[src/hw/rci_pkg.sv]
// constants shared by the radio coexistence interface block
// Summary of operation
// - receive activity mode 00 correlator only, 01 with power-up, 10 priority, 11 unused
// - transmit activity mode 00 without power-up, 01 with power-up, 10 priority, 11 invalid
// - external transmit input: 00 nothing, 01 stop tx, 10 stop rx, 11 both
// - external receive input: 00 nothing, 01 stop tx, 10 stop rx, 11 both
// - after reset external transmit ignored, external receive selected to stop local transmit only, once the enable bit is set
// - sync pulse only while sync enable bit is one; reset value zero
// - interface works only when enable bit is one; reset value zero
// - receive priority high when traffic indicator exceeds receive threshold in mode 10
// - transmit priority high when traffic indicator exceeds transmit threshold in mode 10
// - priority held for programmable microseconds, same for transmit and receive
// - hold time zero keeps priority until the enable falls
// - priority shown programmable microseconds before the enable rises
package rci_pkg;
  // register byte addresses
  localparam logic [31:0] ADDR_CTRL_MAIN = 32'h4000_0100;
  localparam logic [31:0] ADDR_PRIO_TIMING = 32'h4000_0104;
  localparam logic [31:0] ADDR_STATUS = 32'h4000_0180;

  // main control fields
  localparam int RX_MODE_LSB = 20;
  localparam int TX_MODE_LSB = 16;
  localparam int EXT_TX_SEL_LSB = 6;
  localparam int EXT_RX_SEL_LSB = 4;
  localparam int SYNC_EN_BIT = 1;
  localparam int COEXISTENCE_ENABLE_BIT = 0;
  localparam logic [31:0] CTRL_MAIN_MASK = 32'h0033_00f3;
  localparam logic [31:0] CTRL_MAIN_RESET = 32'h0000_0010;

  // priority timing fields
  localparam int RX_THR_LSB = 24;
  localparam int TX_THR_LSB = 16;
  localparam int HOLD_LSB = 8;
  localparam int LEAD_LSB = 0;
  localparam logic [31:0] PRIO_TIMING_MASK = 32'h1f1f_7f7f;
  localparam logic [31:0] PRIO_TIMING_RESET = 32'h0000_0000;

  // activity modes
  localparam logic [1:0] MODE_PLAIN = 2'h0;
  localparam logic [1:0] MODE_PWRUP = 2'h1;
  localparam logic [1:0] MODE_PRIO = 2'h2;

  // timing: one microsecond in core clock cycles
  localparam int CLK_PERIOD_NS = 4;
  localparam int NS_PER_US = 1000;
  localparam logic [7:0] US_CYC = 8'(NS_PER_US / CLK_PERIOD_NS);

  typedef enum logic [1:0] {
    ST_IDLE,
    ST_LEAD,
    ST_RUN
  } rci_state_t;
endpackage : rci_pkg

[src/hw/rci_top.sv]
// radio coexistence interface: apb registers, wlan input sync, activity and priority shaping
module rci_top #(
  parameter int PTI_W = 4
) (
  input wire logic CLK,
  input wire logic RST_B,
  input wire logic PSEL,
  input wire logic PENABLE,
  input wire logic PWRITE,
  input wire logic [31:0] PADDR,
  input wire logic [31:0] PWDATA,
  output logic [31:0] PRDATA,
  output logic PREADY,
  output logic PSLVERR,
  input wire logic TX_REQ,
  input wire logic RX_REQ,
  input wire logic TX_PWRUP,
  input wire logic RX_PWRUP,
  input wire logic [PTI_W-1:0] PTI,
  input wire logic SYNC_EVT,
  input wire logic WLAN_TX,
  input wire logic WLAN_RX,
  output logic TX_GO,
  output logic RX_GO,
  output logic TX_STOP,
  output logic RX_STOP,
  output logic COEX_TX,
  output logic COEX_RX,
  output logic COEX_SYNC
);

  // the traffic indicator is compared against 5-bit thresholds
  if (PTI_W < 1 || PTI_W > 5)
  begin : g_chk
    $error("PTI_W must be 1 to 5");
  end

  // selects the activity level for one direction from its mode
  function automatic logic act_fn(input logic [1:0] mode, input logic run,
                                  input logic pwrup, input logic prio);
    unique case (mode)
      rci_pkg::MODE_PLAIN: act_fn = run;
      rci_pkg::MODE_PWRUP: act_fn = run | pwrup;
      rci_pkg::MODE_PRIO: act_fn = prio;
      default: act_fn = 1'b0;
    endcase
  endfunction : act_fn

  logic [31:0] ctrl_r, ctrl_nxt;
  logic [31:0] timing_r, timing_nxt;
  logic [31:0] prdata_r, prdata_nxt;
  logic [1:0] s1_r, s2_r, s3_r, wl_r, wl_nxt;
  logic tx_stop_r, tx_stop_nxt, rx_stop_r, rx_stop_nxt;
  logic ctx_r, ctx_nxt, crx_r, crx_nxt, csync_r, csync_nxt;
  logic coexistence_enable, sync_en;
  logic [1:0] mode [2];
  logic [1:0] ext_tx_sel, ext_rx_sel;
  logic [4:0] thr [2];
  logic [6:0] hold_us, lead_us;
  logic [1:0] req, pwrup, prio_mode, run_w, pon_w, hi_w;
  logic [6:0] us_w [2];
  logic setup, wr_en, mapped;
  logic [31:0] status;

  // field decode; index 0 is transmit, 1 is receive
  assign coexistence_enable = ctrl_r[rci_pkg::COEXISTENCE_ENABLE_BIT];
  assign sync_en = ctrl_r[rci_pkg::SYNC_EN_BIT];
  assign mode[0] = ctrl_r[rci_pkg::TX_MODE_LSB +: 2];
  assign mode[1] = ctrl_r[rci_pkg::RX_MODE_LSB +: 2];
  assign ext_tx_sel = ctrl_r[rci_pkg::EXT_TX_SEL_LSB +: 2];
  assign ext_rx_sel = ctrl_r[rci_pkg::EXT_RX_SEL_LSB +: 2];
  assign thr[0] = timing_r[rci_pkg::TX_THR_LSB +: 5];
  assign thr[1] = timing_r[rci_pkg::RX_THR_LSB +: 5];
  assign hold_us = timing_r[rci_pkg::HOLD_LSB +: 7];
  assign lead_us = timing_r[rci_pkg::LEAD_LSB +: 7];
  assign req = {RX_REQ, TX_REQ};
  assign pwrup = {RX_PWRUP, TX_PWRUP};

  // apb decode: zero wait states, unmapped access answers with an error
  assign setup = PSEL & ~PENABLE;
  assign wr_en = PSEL & PENABLE & PWRITE;
  assign mapped = (PADDR == rci_pkg::ADDR_CTRL_MAIN) || (PADDR == rci_pkg::ADDR_PRIO_TIMING)
                  || (PADDR == rci_pkg::ADDR_STATUS);
  assign PREADY = 1'b1;
  assign PSLVERR = PSEL & PENABLE & ~mapped;
  assign PRDATA = prdata_r;
  assign status = {26'h000_0000, pon_w, run_w, wl_r};

  // three-stage sync of the wlan pins; a change counts once stages two and three agree
  always_ff @(posedge CLK or negedge RST_B)
  begin
    if (!RST_B)
    begin
      s1_r <= 2'h0;
      s2_r <= 2'h0;
      s3_r <= 2'h0;
    end
    else
    begin
      s1_r <= {WLAN_RX, WLAN_TX};
      s2_r <= s1_r;
      s3_r <= s2_r;
    end
  end

  // next values of registers, filtered wlan levels and coexistence outputs
  always_comb
  begin
    ctrl_nxt = ctrl_r;
    timing_nxt = timing_r;
    prdata_nxt = prdata_r;
    for (int i = 0; i < 2; i++)
    begin
      wl_nxt[i] = (s2_r[i] == s3_r[i]) ? s3_r[i] : wl_r[i];
    end
    if (wr_en && PADDR == rci_pkg::ADDR_CTRL_MAIN)
    begin
      ctrl_nxt = PWDATA & rci_pkg::CTRL_MAIN_MASK;
    end
    if (wr_en && PADDR == rci_pkg::ADDR_PRIO_TIMING)
    begin
      timing_nxt = PWDATA & rci_pkg::PRIO_TIMING_MASK;
    end
    // read data is latched in the setup phase so it is a flop in the access phase
    if (setup && !PWRITE)
    begin
      unique case (PADDR)
        rci_pkg::ADDR_CTRL_MAIN: prdata_nxt = ctrl_r;
        rci_pkg::ADDR_PRIO_TIMING: prdata_nxt = timing_r;
        rci_pkg::ADDR_STATUS: prdata_nxt = status;
        default: prdata_nxt = 32'h0000_0000;
      endcase
    end
    // stop requests: low select bit stops transmit, high bit stops receive
    tx_stop_nxt = coexistence_enable & ((wl_r[0] & ext_tx_sel[0]) | (wl_r[1] & ext_rx_sel[0]));
    rx_stop_nxt = coexistence_enable & ((wl_r[0] & ext_tx_sel[1]) | (wl_r[1] & ext_rx_sel[1]));
    ctx_nxt = coexistence_enable & act_fn(mode[0], run_w[0], pwrup[0], hi_w[0]);
    crx_nxt = coexistence_enable & act_fn(mode[1], run_w[1], pwrup[1], hi_w[1]);
    csync_nxt = coexistence_enable & sync_en & SYNC_EVT;
  end

  // control registers reset to their documented values
  always_ff @(posedge CLK or negedge RST_B)
  begin
    if (!RST_B)
    begin
      ctrl_r <= rci_pkg::CTRL_MAIN_RESET;
      timing_r <= rci_pkg::PRIO_TIMING_RESET;
      prdata_r <= 32'h0000_0000;
      wl_r <= 2'h0;
      tx_stop_r <= 1'b0;
      rx_stop_r <= 1'b0;
      ctx_r <= 1'b0;
      crx_r <= 1'b0;
      csync_r <= 1'b0;
    end
    else
    begin
      ctrl_r <= ctrl_nxt;
      timing_r <= timing_nxt;
      prdata_r <= prdata_nxt;
      wl_r <= wl_nxt;
      tx_stop_r <= tx_stop_nxt;
      rx_stop_r <= rx_stop_nxt;
      ctx_r <= ctx_nxt;
      crx_r <= crx_nxt;
      csync_r <= csync_nxt;
    end
  end

  assign TX_STOP = tx_stop_r;
  assign RX_STOP = rx_stop_r;
  assign COEX_TX = ctx_r;
  assign COEX_RX = crx_r;
  assign COEX_SYNC = csync_r;
  // the radio enable is withheld while the wlan side stops this direction
  assign TX_GO = run_w[0] & ~tx_stop_r;
  assign RX_GO = run_w[1] & ~rx_stop_r;

  // per direction: lead phase with priority shown, then run with priority held
  for (genvar d = 0; d < 2; d++)
  begin : g_dir
    rci_pkg::rci_state_t st_r, st_nxt;
    logic [7:0] cyc_r, cyc_nxt;
    logic [6:0] us_r, us_nxt;
    logic pon_r, pon_nxt;

    assign prio_mode[d] = coexistence_enable & (mode[d] == rci_pkg::MODE_PRIO);
    assign run_w[d] = (st_r == rci_pkg::ST_RUN);
    assign pon_w[d] = pon_r;
    assign us_w[d] = us_r;
    // threshold compare: strictly greater than
    assign hi_w[d] = pon_r & ({{(5 - PTI_W){1'b0}}, PTI} > thr[d]);

    // microsecond timer restarts at each state change; it saturates at the field maximum
    always_comb
    begin
      st_nxt = st_r;
      pon_nxt = pon_r;
      cyc_nxt = cyc_r + 8'h01;
      us_nxt = us_r;
      if (cyc_r == rci_pkg::US_CYC - 8'h01)
      begin
        cyc_nxt = 8'h00;
        if (us_r != 7'h7f)
        begin
          us_nxt = us_r + 7'h01;
        end
      end
      unique case (st_r)
        rci_pkg::ST_IDLE:
        begin
          pon_nxt = 1'b0;
          cyc_nxt = 8'h00;
          us_nxt = 7'h00;
          if (req[d])
          begin
            pon_nxt = prio_mode[d];
            st_nxt = prio_mode[d] ? rci_pkg::ST_LEAD : rci_pkg::ST_RUN;
          end
        end
        rci_pkg::ST_LEAD:
        begin
          if (!req[d])
          begin
            st_nxt = rci_pkg::ST_IDLE;
            pon_nxt = 1'b0;
          end
          else if (us_r == lead_us)
          begin
            st_nxt = rci_pkg::ST_RUN;
            cyc_nxt = 8'h00;
            us_nxt = 7'h00;
          end
        end
        rci_pkg::ST_RUN:
        begin
          if (!req[d])
          begin
            st_nxt = rci_pkg::ST_IDLE;
            pon_nxt = 1'b0;
          end
          else if (hold_us != 7'h00 && us_r == hold_us)
          begin
            pon_nxt = 1'b0;
          end
        end
        default:
        begin
          st_nxt = rci_pkg::ST_IDLE;
          pon_nxt = 1'b0;
        end
      endcase
    end

    always_ff @(posedge CLK or negedge RST_B)
    begin
      if (!RST_B)
      begin
        st_r <= rci_pkg::ST_IDLE;
        cyc_r <= 8'h00;
        us_r <= 7'h00;
        pon_r <= 1'b0;
      end
      else
      begin
        st_r <= st_nxt;
        cyc_r <= cyc_nxt;
        us_r <= us_nxt;
        pon_r <= pon_nxt;
      end
    end
  end

  // checks of the coexistence behaviour
  property p_disabled_quiet;
    @(posedge CLK) disable iff (!RST_B)
    !coexistence_enable |=> !COEX_TX && !COEX_RX && !COEX_SYNC && !TX_STOP && !RX_STOP;
  endproperty
  a_disabled_quiet: assert property (p_disabled_quiet) else $error("outputs active while disabled");

  property p_sync_gate;
    @(posedge CLK) disable iff (!RST_B)
    COEX_SYNC |-> $past(sync_en) && $past(SYNC_EVT);
  endproperty
  a_sync_gate: assert property (p_sync_gate) else $error("sync pulse without enable");

  property p_rx_pin_stops_tx;
    @(posedge CLK) disable iff (!RST_B)
    coexistence_enable && ext_rx_sel == 2'h1 && wl_r[1] && !(wl_r[0] && ext_tx_sel[1]) |=> TX_STOP && !RX_STOP;
  endproperty
  a_rx_pin_stops_tx: assert property (p_rx_pin_stops_tx) else $error("wlan rx effect wrong");

  property p_tx_pin_select;
    @(posedge CLK) disable iff (!RST_B)
    coexistence_enable && ext_tx_sel == 2'h2 && wl_r[0] && ext_rx_sel == 2'h0 |=> RX_STOP && !TX_STOP;
  endproperty
  a_tx_pin_select: assert property (p_tx_pin_select) else $error("wlan tx effect wrong");

  property p_rx_pwrup_mode;
    @(posedge CLK) disable iff (!RST_B)
    coexistence_enable && mode[1] == rci_pkg::MODE_PWRUP && RX_PWRUP |=> COEX_RX;
  endproperty
  a_rx_pwrup_mode: assert property (p_rx_pwrup_mode) else $error("rx power-up not shown");

  property p_tx_invalid_mode;
    @(posedge CLK) disable iff (!RST_B)
    mode[0] == 2'h3 |=> !COEX_TX;
  endproperty
  a_tx_invalid_mode: assert property (p_tx_invalid_mode) else $error("tx active in mode 11");

  property p_rx_prio_high;
    @(posedge CLK) disable iff (!RST_B)
    coexistence_enable && mode[1] == rci_pkg::MODE_PRIO && pon_w[1] && {1'b0, PTI} > thr[1] |=> COEX_RX;
  endproperty
  a_rx_prio_high: assert property (p_rx_prio_high) else $error("rx priority missing");

  property p_tx_prio_low;
    @(posedge CLK) disable iff (!RST_B)
    coexistence_enable && mode[0] == rci_pkg::MODE_PRIO && {1'b0, PTI} <= thr[0] |=> !COEX_TX;
  endproperty
  a_tx_prio_low: assert property (p_tx_prio_low) else $error("tx priority below threshold");

  property p_hold_expiry;
    @(posedge CLK) disable iff (!RST_B)
    run_w[0] && pon_w[0] && hold_us != 7'h00 && us_w[0] == hold_us |=> !pon_w[0];
  endproperty
  a_hold_expiry: assert property (p_hold_expiry) else $error("priority held too long");

  property p_hold_zero;
    @(posedge CLK) disable iff (!RST_B)
    run_w[1] && pon_w[1] && hold_us == 7'h00 && RX_REQ && $stable(timing_r) |=> pon_w[1];
  endproperty
  a_hold_zero: assert property (p_hold_zero) else $error("priority dropped before enable");
  property p_lead_first;
    @(posedge CLK) disable iff (!RST_B)
    $rose(run_w[0]) && pon_w[0] |-> $past(g_dir[0].st_r == rci_pkg::ST_LEAD, 1);
  endproperty
  a_lead_first: assert property (p_lead_first) else $error("priority enable without lead");
endmodule : rci_top

[config.mk]
export PLATFORM = sky130hd
export DESIGN_NAME = rci_top
export DESIGN_NICKNAME = d
export VERILOG_FILES = /design/src/hw/rci_pkg.sv /design/src/hw/rci_top.sv
export SDC_FILE = /design/constraint.sdc
export NUM_CORES = 1
export LEC_CHECK = 0
export BUFFER_PORTS_ARGS = -buffer_cell sky130_fd_sc_hd__buf_2
export CORE_MARGIN = 8
export CORE_UTILIZATION = 59
export DETAILED_ROUTE_END_ITERATION = 12
export PLACE_DENSITY = 0.86
export REMOVE_ABC_BUFFERS = 1
export SYNTH_ARGS = -nofsm -noshare
export SYNTH_HDL_FRONTEND = slang
export SYNTH_SLANG_ARGS = --single-unit
[constraint.sdc]
create_clock -name CLK -period 4.5 [get_ports CLK]
set_input_delay 0.45 -clock CLK [delete_from_list [all_inputs] [get_ports CLK]]
set_output_delay 0.45 -clock CLK [all_outputs]
set_load 0.03 [all_outputs]
==> qor.csv, run 1 <==
stage;metric;value;unit
status;status;complete, no violations;
synth;synth_cell_types;45;
power;power;1.73;mW
grt;grt_usage;0.209;
power;combPwrFrac;0.070;
placement;dp_hpwl;9740;um
grt;grt-busiest-layer;met2;
synth;synthCells;507;
placement;finalWeightedCongestion;0.862;
synth;synth-simple-area-share;0.168;
timing;tightest_slew;1.20;ns
timing;skew;0.00847;ns
critical_path;cp_data_arrival_time;2.63;ns
floorplan;core;9020;um^2
cts;cts_setup_buffers;0;
cts;htreeDepth;3;
route;post-route-drc-count;0;
timing;setup-violations-final;0;
synth;synth-seq-cells;109;
route;drtPass1Iterations;5;
synth;ys_warn_count;0;
placement;portBuffers;107;
synth;yosys.area_share.xor_xnor;0.0749;
cts;cts_buffers;9;
power;p_int;1.34;mW
floorplan;die_h;111;um
floorplan;num_rows;35;
cells_and_area;final_core_util;0.683;
cts;cts.reportedPaths.clkPinSlew;0.09;ns
cts;clockBufferDepth;2;
grt;grt-ovfl-total;0;
critical_path;crit_start;PADDR[26];
run;max_cap_viol_count;0;
cts;cts_tree;done;
grt;use_met2;0.359;
route;final_antenna_net_count;0;
timing;period_needed;2.39;ns
floorplan;dieArea;12400;um^2
power;p_seq_frac;0.576;
floorplan;start_util;0.596;
power;powerDensity;280;nW/um^2
critical_path;criticalPathCategory;primary input to flip-flop;
synth;synth_adder_area_share;0.0363;
synth;yosysSeqAreaShare;0.507;
synth;synth_area;5380;um^2
synth;ys_top_cells_by_area;dfrtp_1 (50%), xor2_1 (5.7%), mux2_2 (5.0%);
route;route.vias.total;4164;
timing;max_slew_margin;0.195;
cts;clkSinkCount;109;
synth;synthArstFlopShare;1.00;
cts;clk_latency;0.36;ns
synth;synth.most_common_cell;dfrtp_1;
timing;hold_violations;0;
grt;met1_usage;0.247;
timing;tns;0;ns
timing;fmax;419;MHz
synth;synth_top_family_by_area;simple AND/OR/NAND/NOR gates;
power;switching_power;0.389;mW
placement;dpl_cell_area;5960;um^2
route;wl_per_cell;17.9;um
cells_and_area;fin_cells;721;
synth;yosys.area.top_type;dfrtp_1;
synth;synth_compound_area_frac;0.0814;
cts;root_buffer;clkbuf_8;
critical_path;path_max_fanout;10;
critical_path;cp-end-kind;flip-flop;
grt;grt_pass1_wl;21700;um
synth;synth_edf_count;0;
grt;met3_usage;0.0511;
route;totalWireLength;12900;um
floorplan;pin_count;121;
timing;final_max_slew_viol_count;0;
critical_path;crit_path_start_kind;primary input;
critical_path;r2r_start;g_dir[1].us_r[0];
cells_and_area;area_growth_syn_to_layout;14.6;%
timing;grt_setup_unrepaired;false;
critical_path;crit_path_top_delay_cell;or3b_1;
cells_and_area;nNetsFinal;700;
synth;synth.avg_cell_area;10.6;um^2
synth;ys_dominant_reg_cell;dfrtp_1;
grt;antenna_found_initial;1;
critical_path;slowest_delay;0.70;ns
power;ir_worst_vdd;0.143;mV
synth;synthMuxAreaShare;0.0968;
cells_and_area;final_area;6160;um^2
grt;grt_pass1_vias;4472;
grt;grt_start_max_net_pins;79;
cells_and_area;drive_above_1_share;0.269;
route;vias_per_cell;5.78;
cts;cts_hold_buf;0;
min_path;hp-start;WLAN_RX;
power;switching_share;0.225;
floorplan;die_width;111;um
min_path;holdCritPathClass;primary input to flip-flop;
cts;ctsResizeCount;0;
power;clockPowerShare;0.354;
synth;yosysTopAreaCellShare;0.502;
placement;dp.cells;706;
route;first_iter_violations;207;
synth;ys_top_cells_by_count;dfrtp_1 (108), nor2_1 (51), nand2_1 (49), xor2_1 (35), mux2_2 (24);
power;p_leak;3.13;nW
critical_path;required;4.75;ns
critical_path;path_cells;buf_2, nor4_2, nand4_1, or3_1, or3b_1, mux2_4;
timing;fin_crit_sh;0.530;
-- routing by layer --
layer | part of all wire | vias up
li1 | - | 1956
met1 | 0.40 | 2026
met2 | 0.52 | 151
met3 | 0.054 | 31
met4 | 0.027 | 0
met5 | 0 | -
-- logic make-up (layout without fill, tap and decap cells) --
family,after synthesis,count (layout)
xor gates and xnor gates,46,46
other,2,8
muxes,44,44
AOI/OAI and AO/OA,69,69
and+or+nand+nor,182,182
buffers and inverters,39,136
adders and majority gates,16,16
DFF,109,109
-- power groups by stage --
stage	registers [mW]	clock network, mW	logic, mW
3_3_place_gp	1.01	0	0.115
4_1_cts	0.996	0.627	0.121
6_report	0.996	0.612	0.120
3_5_place_dp	1.01	0	0.120
2_1_floorplan	1.01	0	0.0476
5_1_grt	0.997	0.669	0.134
-- path summary, 6_finish.rpt --
kind | endpoint | cells past startpoint | slack (ns)
max | ctrl_r[5] | 6 | 2.11
min | s1_r[1] | 1 | 0.19
max in group asynchronous | ctrl_r[4] | 2 | 3.25
max reg2reg | g_dir[1].us_r[5] | 6 | 2.31
min reg2reg | s2_r[1] | 0 | 0.36
min in group asynchronous | PRDATA[7] | 1 | 0.22
-- placed cells by master (no fill, tap or decap), types with 3 or more instances in the layout --
master,n
xnor2_1,11
clkbuf_8,9
nand3_1,11
nand3b_1,4
nor4_1,11
nand2_1,49
a22oi_1,4
buf_4,3
o31ai_1,11
dfrtp_1,108
mux2_2,24
and3_1,7
ha_1,14
or3_1,3
inv_1,13
nand4_1,12
mux2_4,10
conb_1,7
or2_2,4
nor2_1,51
xor2_1,35
nor3_1,5
mux2i_1,10
nand2b_1,6
a41oi_1,4
nor2b_1,11
a21oi_1,20
buf_2,106
o21ai_0,18
-- cell type report --
cell class                      count  area (um^2)
Timing Repair Buffer              109          553
Inverter                           13         48.8
Sequential cell                   109         2730
Multi-Input combinational cell    364         2490
Fill cell                         674         2860
Antenna cell                        1         2.50
Tap cell                          111          139
Clock inverter                      4         75.1
Clock buffer                       10          128
-- registers in the layout, summed over array words and instances, names as in the netlist --
| signal | flops |
|---|---|
| COEX_RX | 1 |
| COEX_SYNC | 1 |
| COEX_TX | 1 |
| PRDATA | 26 |
| RX_STOP | 1 |
| TX_STOP | 1 |
| ctrl_r | 10 |
| g_dir.cyc_r | 16 |
| g_dir.pon_r | 2 |
| g_dir.st_r | 4 |
| g_dir.us_r | 14 |
| s1_r | 2 |
| s2_r | 2 |
| s3_r | 2 |
| timing_r | 24 |
| wl_r | 2 |
-- stage by stage --
stage / setup slack (ns) / hold slack (ns)
2_1_floorplan: 2.11 / 0.154
3_3_place_gp: 1.78 / 0.333
3_5_place_dp: 1.75 / 0.336
4_1_cts: 2.15 / 0.167
5_1_grt: 2.05 / 0.167
6_report: 2.11 / 0.189
-- critical path: cells and delay by family --
kind,cells,cell delay [ns]
and+or+nand+nor,4,1.67
muxes,1,0.40
buffers and inverters,1,0.10
No activity file was read; power rests on OpenSTA's default activity.
==> inputs of run 2 (changes only) <==
CORE_UTILIZATION = 49   (was 59)
PLACE_DENSITY = 0.76   (was 0.86)
clock period = 2.1 ns   (was 4.5 ns; I/O delays follow)
==> run 2 against run 1 <==
Effect of this change: first-iteration DRC count up 48%; critical path type is now flip-flop to flip-flop; clock power up 90%; critical path depth up 1; via count down 1.1%.
==> qor.csv, run 2 (synthesized netlist as in run 1, its figures left out) <==
stage;metric;value;unit
critical_path;criticalPathCategory;flip-flop to flip-flop;
floorplan;die_width;121;um
critical_path;cp-end-kind;flip-flop;
cells_and_area;drive_above_1_share;0.283;
timing;setup-violations-final;0;
min_path;holdCritPathClass;primary input to flip-flop;
cts;clkSinkCount;109;
cells_and_area;area_growth_syn_to_layout;17.4;%
timing;tightest_slew;0.559;ns
cts;htreeDepth;3;
power;p_leak;3.20;nW
power;power;3.57;mW
cells_and_area;nNetsFinal;715;
cells_and_area;nFillCells;909;
floorplan;core;10800;um^2
timing;skew;0.0203;ns
cts;ctsResizeCount;0;
timing;fin_crit_sh;0.862;
cts;cts_tree;done;
cts;clk_latency;0.37;ns
placement;dpl_cell_area;6110;um^2
route;vias_per_cell;5.38;
critical_path;cp_data_arrival_time;2.11;ns
power;powerDensity;566;nW/um^2
timing;fmax;552;MHz
critical_path;required;2.40;ns
floorplan;die_h;121;um
cts;clockBufferDepth;2;
placement;portBuffers;107;
placement;dp_hpwl;9820;um
grt;grt_pass1_vias;4237;
route;route.vias.total;4119;
cts;cts.reportedPaths.clkPinSlew;0.11;ns
cells_and_area;layout_common_cells;dfrtp_1 (108), buf_2 (106), nor2_1 (51), nand2_1 (49), xor2_1 (35);
timing;hold_ws;0.0704;ns
cells_and_area;final_common_cell;dfrtp_1;
cells_and_area;largest_reg_flops;26;
power;clockPowerShare;0.324;
grt;grt_usage;0.178;
power;p_seq_frac;0.597;
power;switching_share;0.252;
floorplan;pin_count;121;
floorplan;dieArea;14600;um^2
route;totalWireLength;12700;um
critical_path;crit_path_top_delay_cell;dfrtp_1;
power;combPwrFrac;0.078;
timing;period_needed;1.81;ns
cts;root_buffer;clkbuf_8;
power;ir_worst_vdd;0.416;mV
timing;grt_setup_unrepaired;false;
route;wl_per_cell;16.6;um
route;first_iter_violations;307;
floorplan;start_util;0.498;
timing;final_max_slew_viol_count;0;
critical_path;slowest_delay;0.49;ns
cts;cts_buffers;9;
route;post-route-drc-count;0;
route;final_antenna_net_count;0;
grt;grt_start_max_net_pins;43;
timing;hold_violations;0;
grt;grt-ovfl-total;0;
grt;antenna_found_initial;1;
critical_path;path_cells;ha_1, and3_1, a211oi_1, buf_4, nand4_1, xor2_1, nor2_1;
status;status;complete, no violations;
floorplan;num_rows;38;
route;drtPass1Iterations;4;
placement;dp.cells;747;
grt;grt_pass1_wl;21100;um
cts;cts_setup_buffers;0;
placement;finalWeightedCongestion;0.870;
power;switching_power;0.901;mW
power;p_int;2.67;mW
critical_path;r2r_slack;0.29;ns
timing;max_slew_margin;0.627;
cells_and_area;final_area;6310;um^2
critical_path;crit_path_start_kind;flip-flop;
critical_path;path_max_fanout;6;
run;max_cap_viol_count;0;
cells_and_area;fin_cells;766;
run 2: through the flow:
step	TNS [ns]	utilization	setup slack, ns
2_1_floorplan	-0.464	-	-0.0506
3_3_place_gp	-0.401	0.566	-0.0453
3_5_place_dp	-0.558	0.566	-0.0638
4_1_cts	0	0.585	0.277
5_1_grt	0	0.585	0.149
6_report	0	0.585	0.290
run 2: repair_timing:
action / 4_1_cts / 5_1_grt
endpoints found under the setup margin: 0 / 0
hold buffers: 3 / 0
hold endpoints to repair: 41 / 0
run 2: critical path, delay by kind of cell, from the launching register on:
| kind | cells | cell delay (ns) |
|---|---|---|
| flip-flops | 1 | 0.49 |
| AND/OR/NAND/NOR | 3 | 0.40 |
| adder cells (fa/ha/maj) | 1 | 0.29 |
| AO/OA/AOI/OAI | 1 | 0.22 |
| buffers and inverters | 1 | 0.18 |
| XOR/XNOR | 1 | 0.16 |
run 2: worst paths after layout:
path | from | to | cells after the start
setup / recovery | g_dir[0].us_r[0] | g_dir[0].us_r[4] | 7
hold / removal | PWDATA[7] | ctrl_r[7] | 2
max in group asynchronous | RST_B | g_dir[0].pon_r | 3
min in group asynchronous | RST_B | PRDATA[7] | 2
setup reg to reg | g_dir[0].us_r[0] | g_dir[0].us_r[4] | 7
hold reg to reg | s1_r[0] | s2_r[0] | 0
run 2: power groups by stage:
| stage | clock network (mW) | registers, mW | logic [mW] |
|---|---|---|---|
| 2_1_floorplan | 0 | 2.17 | 0.102 |
| 3_3_place_gp | 0 | 2.17 | 0.268 |
| 3_5_place_dp | 0 | 2.18 | 0.278 |
| 4_1_cts | 1.19 | 2.13 | 0.282 |
| 5_1_grt | 1.27 | 2.14 | 0.313 |
| 6_report | 1.16 | 2.13 | 0.280 |
run 2: routing by layer:
layer,vias to the layer above,global-route usage,share of wire
met5,-,0,0
met4,0,0.0656,0.017
met1,2022,0.226,0.43
met2,105,0.297,0.50
met3,16,0.0312,0.052
li1,1976,-,-
run 2: final cells by class:
type	instances	area, um^2	share of cell area
diodes	1	2.50	0.000396
clock buffers	10	128	0.0202
clock inverters	5	45.0	0.00713
inverters	13	48.8	0.00773
multi-input cells	364	2490	0.394
flip-flops and latches	109	2730	0.432
well taps	140	175	0.0277
repair buffers	124	698	0.111
==> inputs of run 3 (changes only) <==
REMOVE_ABC_BUFFERS = not set   (was 1)
==> run 3 against run 2 <==
Effect of this change: global-route usage up 0.58 points; combinational power about the same; setup slack lost 0.12 ns; critical path depth did not move; sequential cell count unchanged; die area unchanged; utilization increased by 0.81 points; first-iteration DRC count fell by 10%; sequential share of layout area is 0.59 points lower; register-to-register slack worse by 0.12 ns; clock skew down 0.0065 ns; critical path type unchanged.
==> qor.csv, run 3 (synthesized netlist as in run 1, its figures left out) <==
stage;metric;value;unit
cts;cts_hold_buf;3;
route;vias_per_cell;5.42;
cells_and_area;largest_reg_flops;26;
grt;grt_start_max_net_pins;54;
floorplan;dieArea;14600;um^2
critical_path;crit_path_start_kind;flip-flop;
cells_and_area;nFillCells;937;
floorplan;die_h;121;um
placement;dpl_cell_area;6130;um^2
power;ir_worst_vdd;0.364;mV
floorplan;pin_count;121;
cells_and_area;layout_common_cells;dfrtp_1 (108), buf_2 (106), nor2_1 (51), nand2_1 (49), xor2_1 (35);
cts;ctsResizeCount;0;
route;wl_per_cell;16.9;um
critical_path;path_max_fanout;6;
cts;cts.reportedPaths.clkPinSlew;0.11;ns
critical_path;required;2.35;ns
floorplan;core;10800;um^2
grt;grt_usage;0.183;
critical_path;path_buf_inv;1;
power;power;3.89;mW
critical_path;cp_data_arrival_time;2.18;ns
cells_and_area;final_area;6400;um^2
placement;dp_slack;-0.150;ns
critical_path;critPathTopFamily;flip-flops;
timing;setup-violations-final;0;
status;status;complete, no violations;
timing;fin_crit_sh;0.917;
timing;skew;0.0138;ns
critical_path;criticalPathCategory;flip-flop to flip-flop;
cts;htreeDepth;3;
cts;root_buffer;clkbuf_8;
cts;cts_setup_buffers;0;
cells_and_area;multiInputGateArea;2490;um^2
route;first_iter_violations;275;
placement;dp_hpwl;10100;um
grt;grt_pass1_vias;4388;
placement;finalWeightedCongestion;0.881;
cts;cts_tree;done;
power;powerDensity;607;nW/um^2
grt;grt-ovfl-total;0;
critical_path;crit_path_top_delay_cell;dfrtp_1;
cells_and_area;seq_area;2730;um^2
cells_and_area;area_growth_syn_to_layout;19.0;%
route;post-route-drc-count;0;
critical_path;cp-end-kind;flip-flop;
critical_path;path_cells;ha_1, and3_1, a211oi_1, buf_4, nand4_1, xor2_1, nor2_1;
route;final_antenna_net_count;0;
timing;grt_setup_unrepaired;false;
cts;clkSinkCount;109;
cells_and_area;diodes;0;
run;max_cap_viol_count;0;
floorplan;num_rows;38;
cells_and_area;fin_cells;771;
cts;cts_buffers;9;
grt;grt_pass1_wl;21600;um
cts;clk_latency;0.37;ns
cells_and_area;drive_above_1_share;0.292;
floorplan;die_width;121;um
grt;antenna_found_initial;0;
critical_path;slowest_delay;0.49;ns
placement;portBuffers;107;
timing;final_max_slew_viol_count;0;
cells_and_area;nNetsFinal;720;
floorplan;start_util;0.498;
timing;fin_ws;0.173;ns
power;p_leak;3.25;nW
route;drtPass1Iterations;5;
timing;period_needed;1.93;ns
route;route.vias.total;4178;
timing;tns;0;ns
min_path;holdCritPathClass;primary input to flip-flop;
cells_and_area;final_common_cell;dfrtp_1;
route;totalWireLength;13000;um
cts;clockBufferDepth;2;
timing;hold_violations;0;
placement;dp.cells;752;
timing;fmax;519;MHz
[run 3: changes by cell type in the layout (fill, tap and decap cells not counted), sizes merged]
cell / previous run / this run
buf: 121 / 126
bufinv: 0 / 2
clkinv: 2 / 0
diode: 1 / 0
clkinvlp: 1 / 0
clkbuf: 10 / 11
inv: 15 / 16
[run 3: final timing paths]
path	to	slack, ns	depth (start not counted)	from
max in group asynchronous	g_dir[0].us_r[3]	1.06	3	RST_B
worst min-delay path	timing_r[28]	0.07	2	PWDATA[28]
worst max register to register	g_dir[0].us_r[5]	0.17	7	g_dir[0].us_r[0]
worst min register to register	s2_r[1]	0.35	0	s1_r[1]
min in group asynchronous	PRDATA[7]	0.32	2	RST_B
worst max-delay path	g_dir[0].us_r[5]	0.17	7	g_dir[0].us_r[0]
[run 3: stage by stage]
step,hold slack (ns),utilization
3_5_place_dp,0.179,0.568
2_1_floorplan,-0.0856,-
3_3_place_gp,0.172,0.568
5_1_grt,0.0570,0.593
4_1_cts,0.0561,0.593
6_report,0.0698,0.593
[run 3: layer usage]
| metal | wire length, um | vias to the layer above | part of all wire | GRT usage |
|---|---|---|---|---|
| li1 | - | 1987 | - | - |
| met1 | 5350 | 2058 | 0.41 | 0.223 |
| met2 | 6630 | 125 | 0.51 | 0.319 |
| met3 | 936 | 8 | 0.072 | 0.0392 |
| met4 | 119 | 0 | 0.0091 | 0.0562 |
| met5 | 0 | - | 0 | 0 |
[run 3: cell type report]
class,count,area share
tap,140,0.0274
clock inverter,5,0.0135
multi-input combinational,364,0.389
inverter,13,0.00762
timing repair buffer,129,0.113
sequential,109,0.426
clock buffer,11,0.0237
[run 3: where the power goes]
part | switching, mW | internal, mW
logic | 0.168 | 0.113
registers | 0.0172 | 2.12
clock network | 0.723 | 0.751
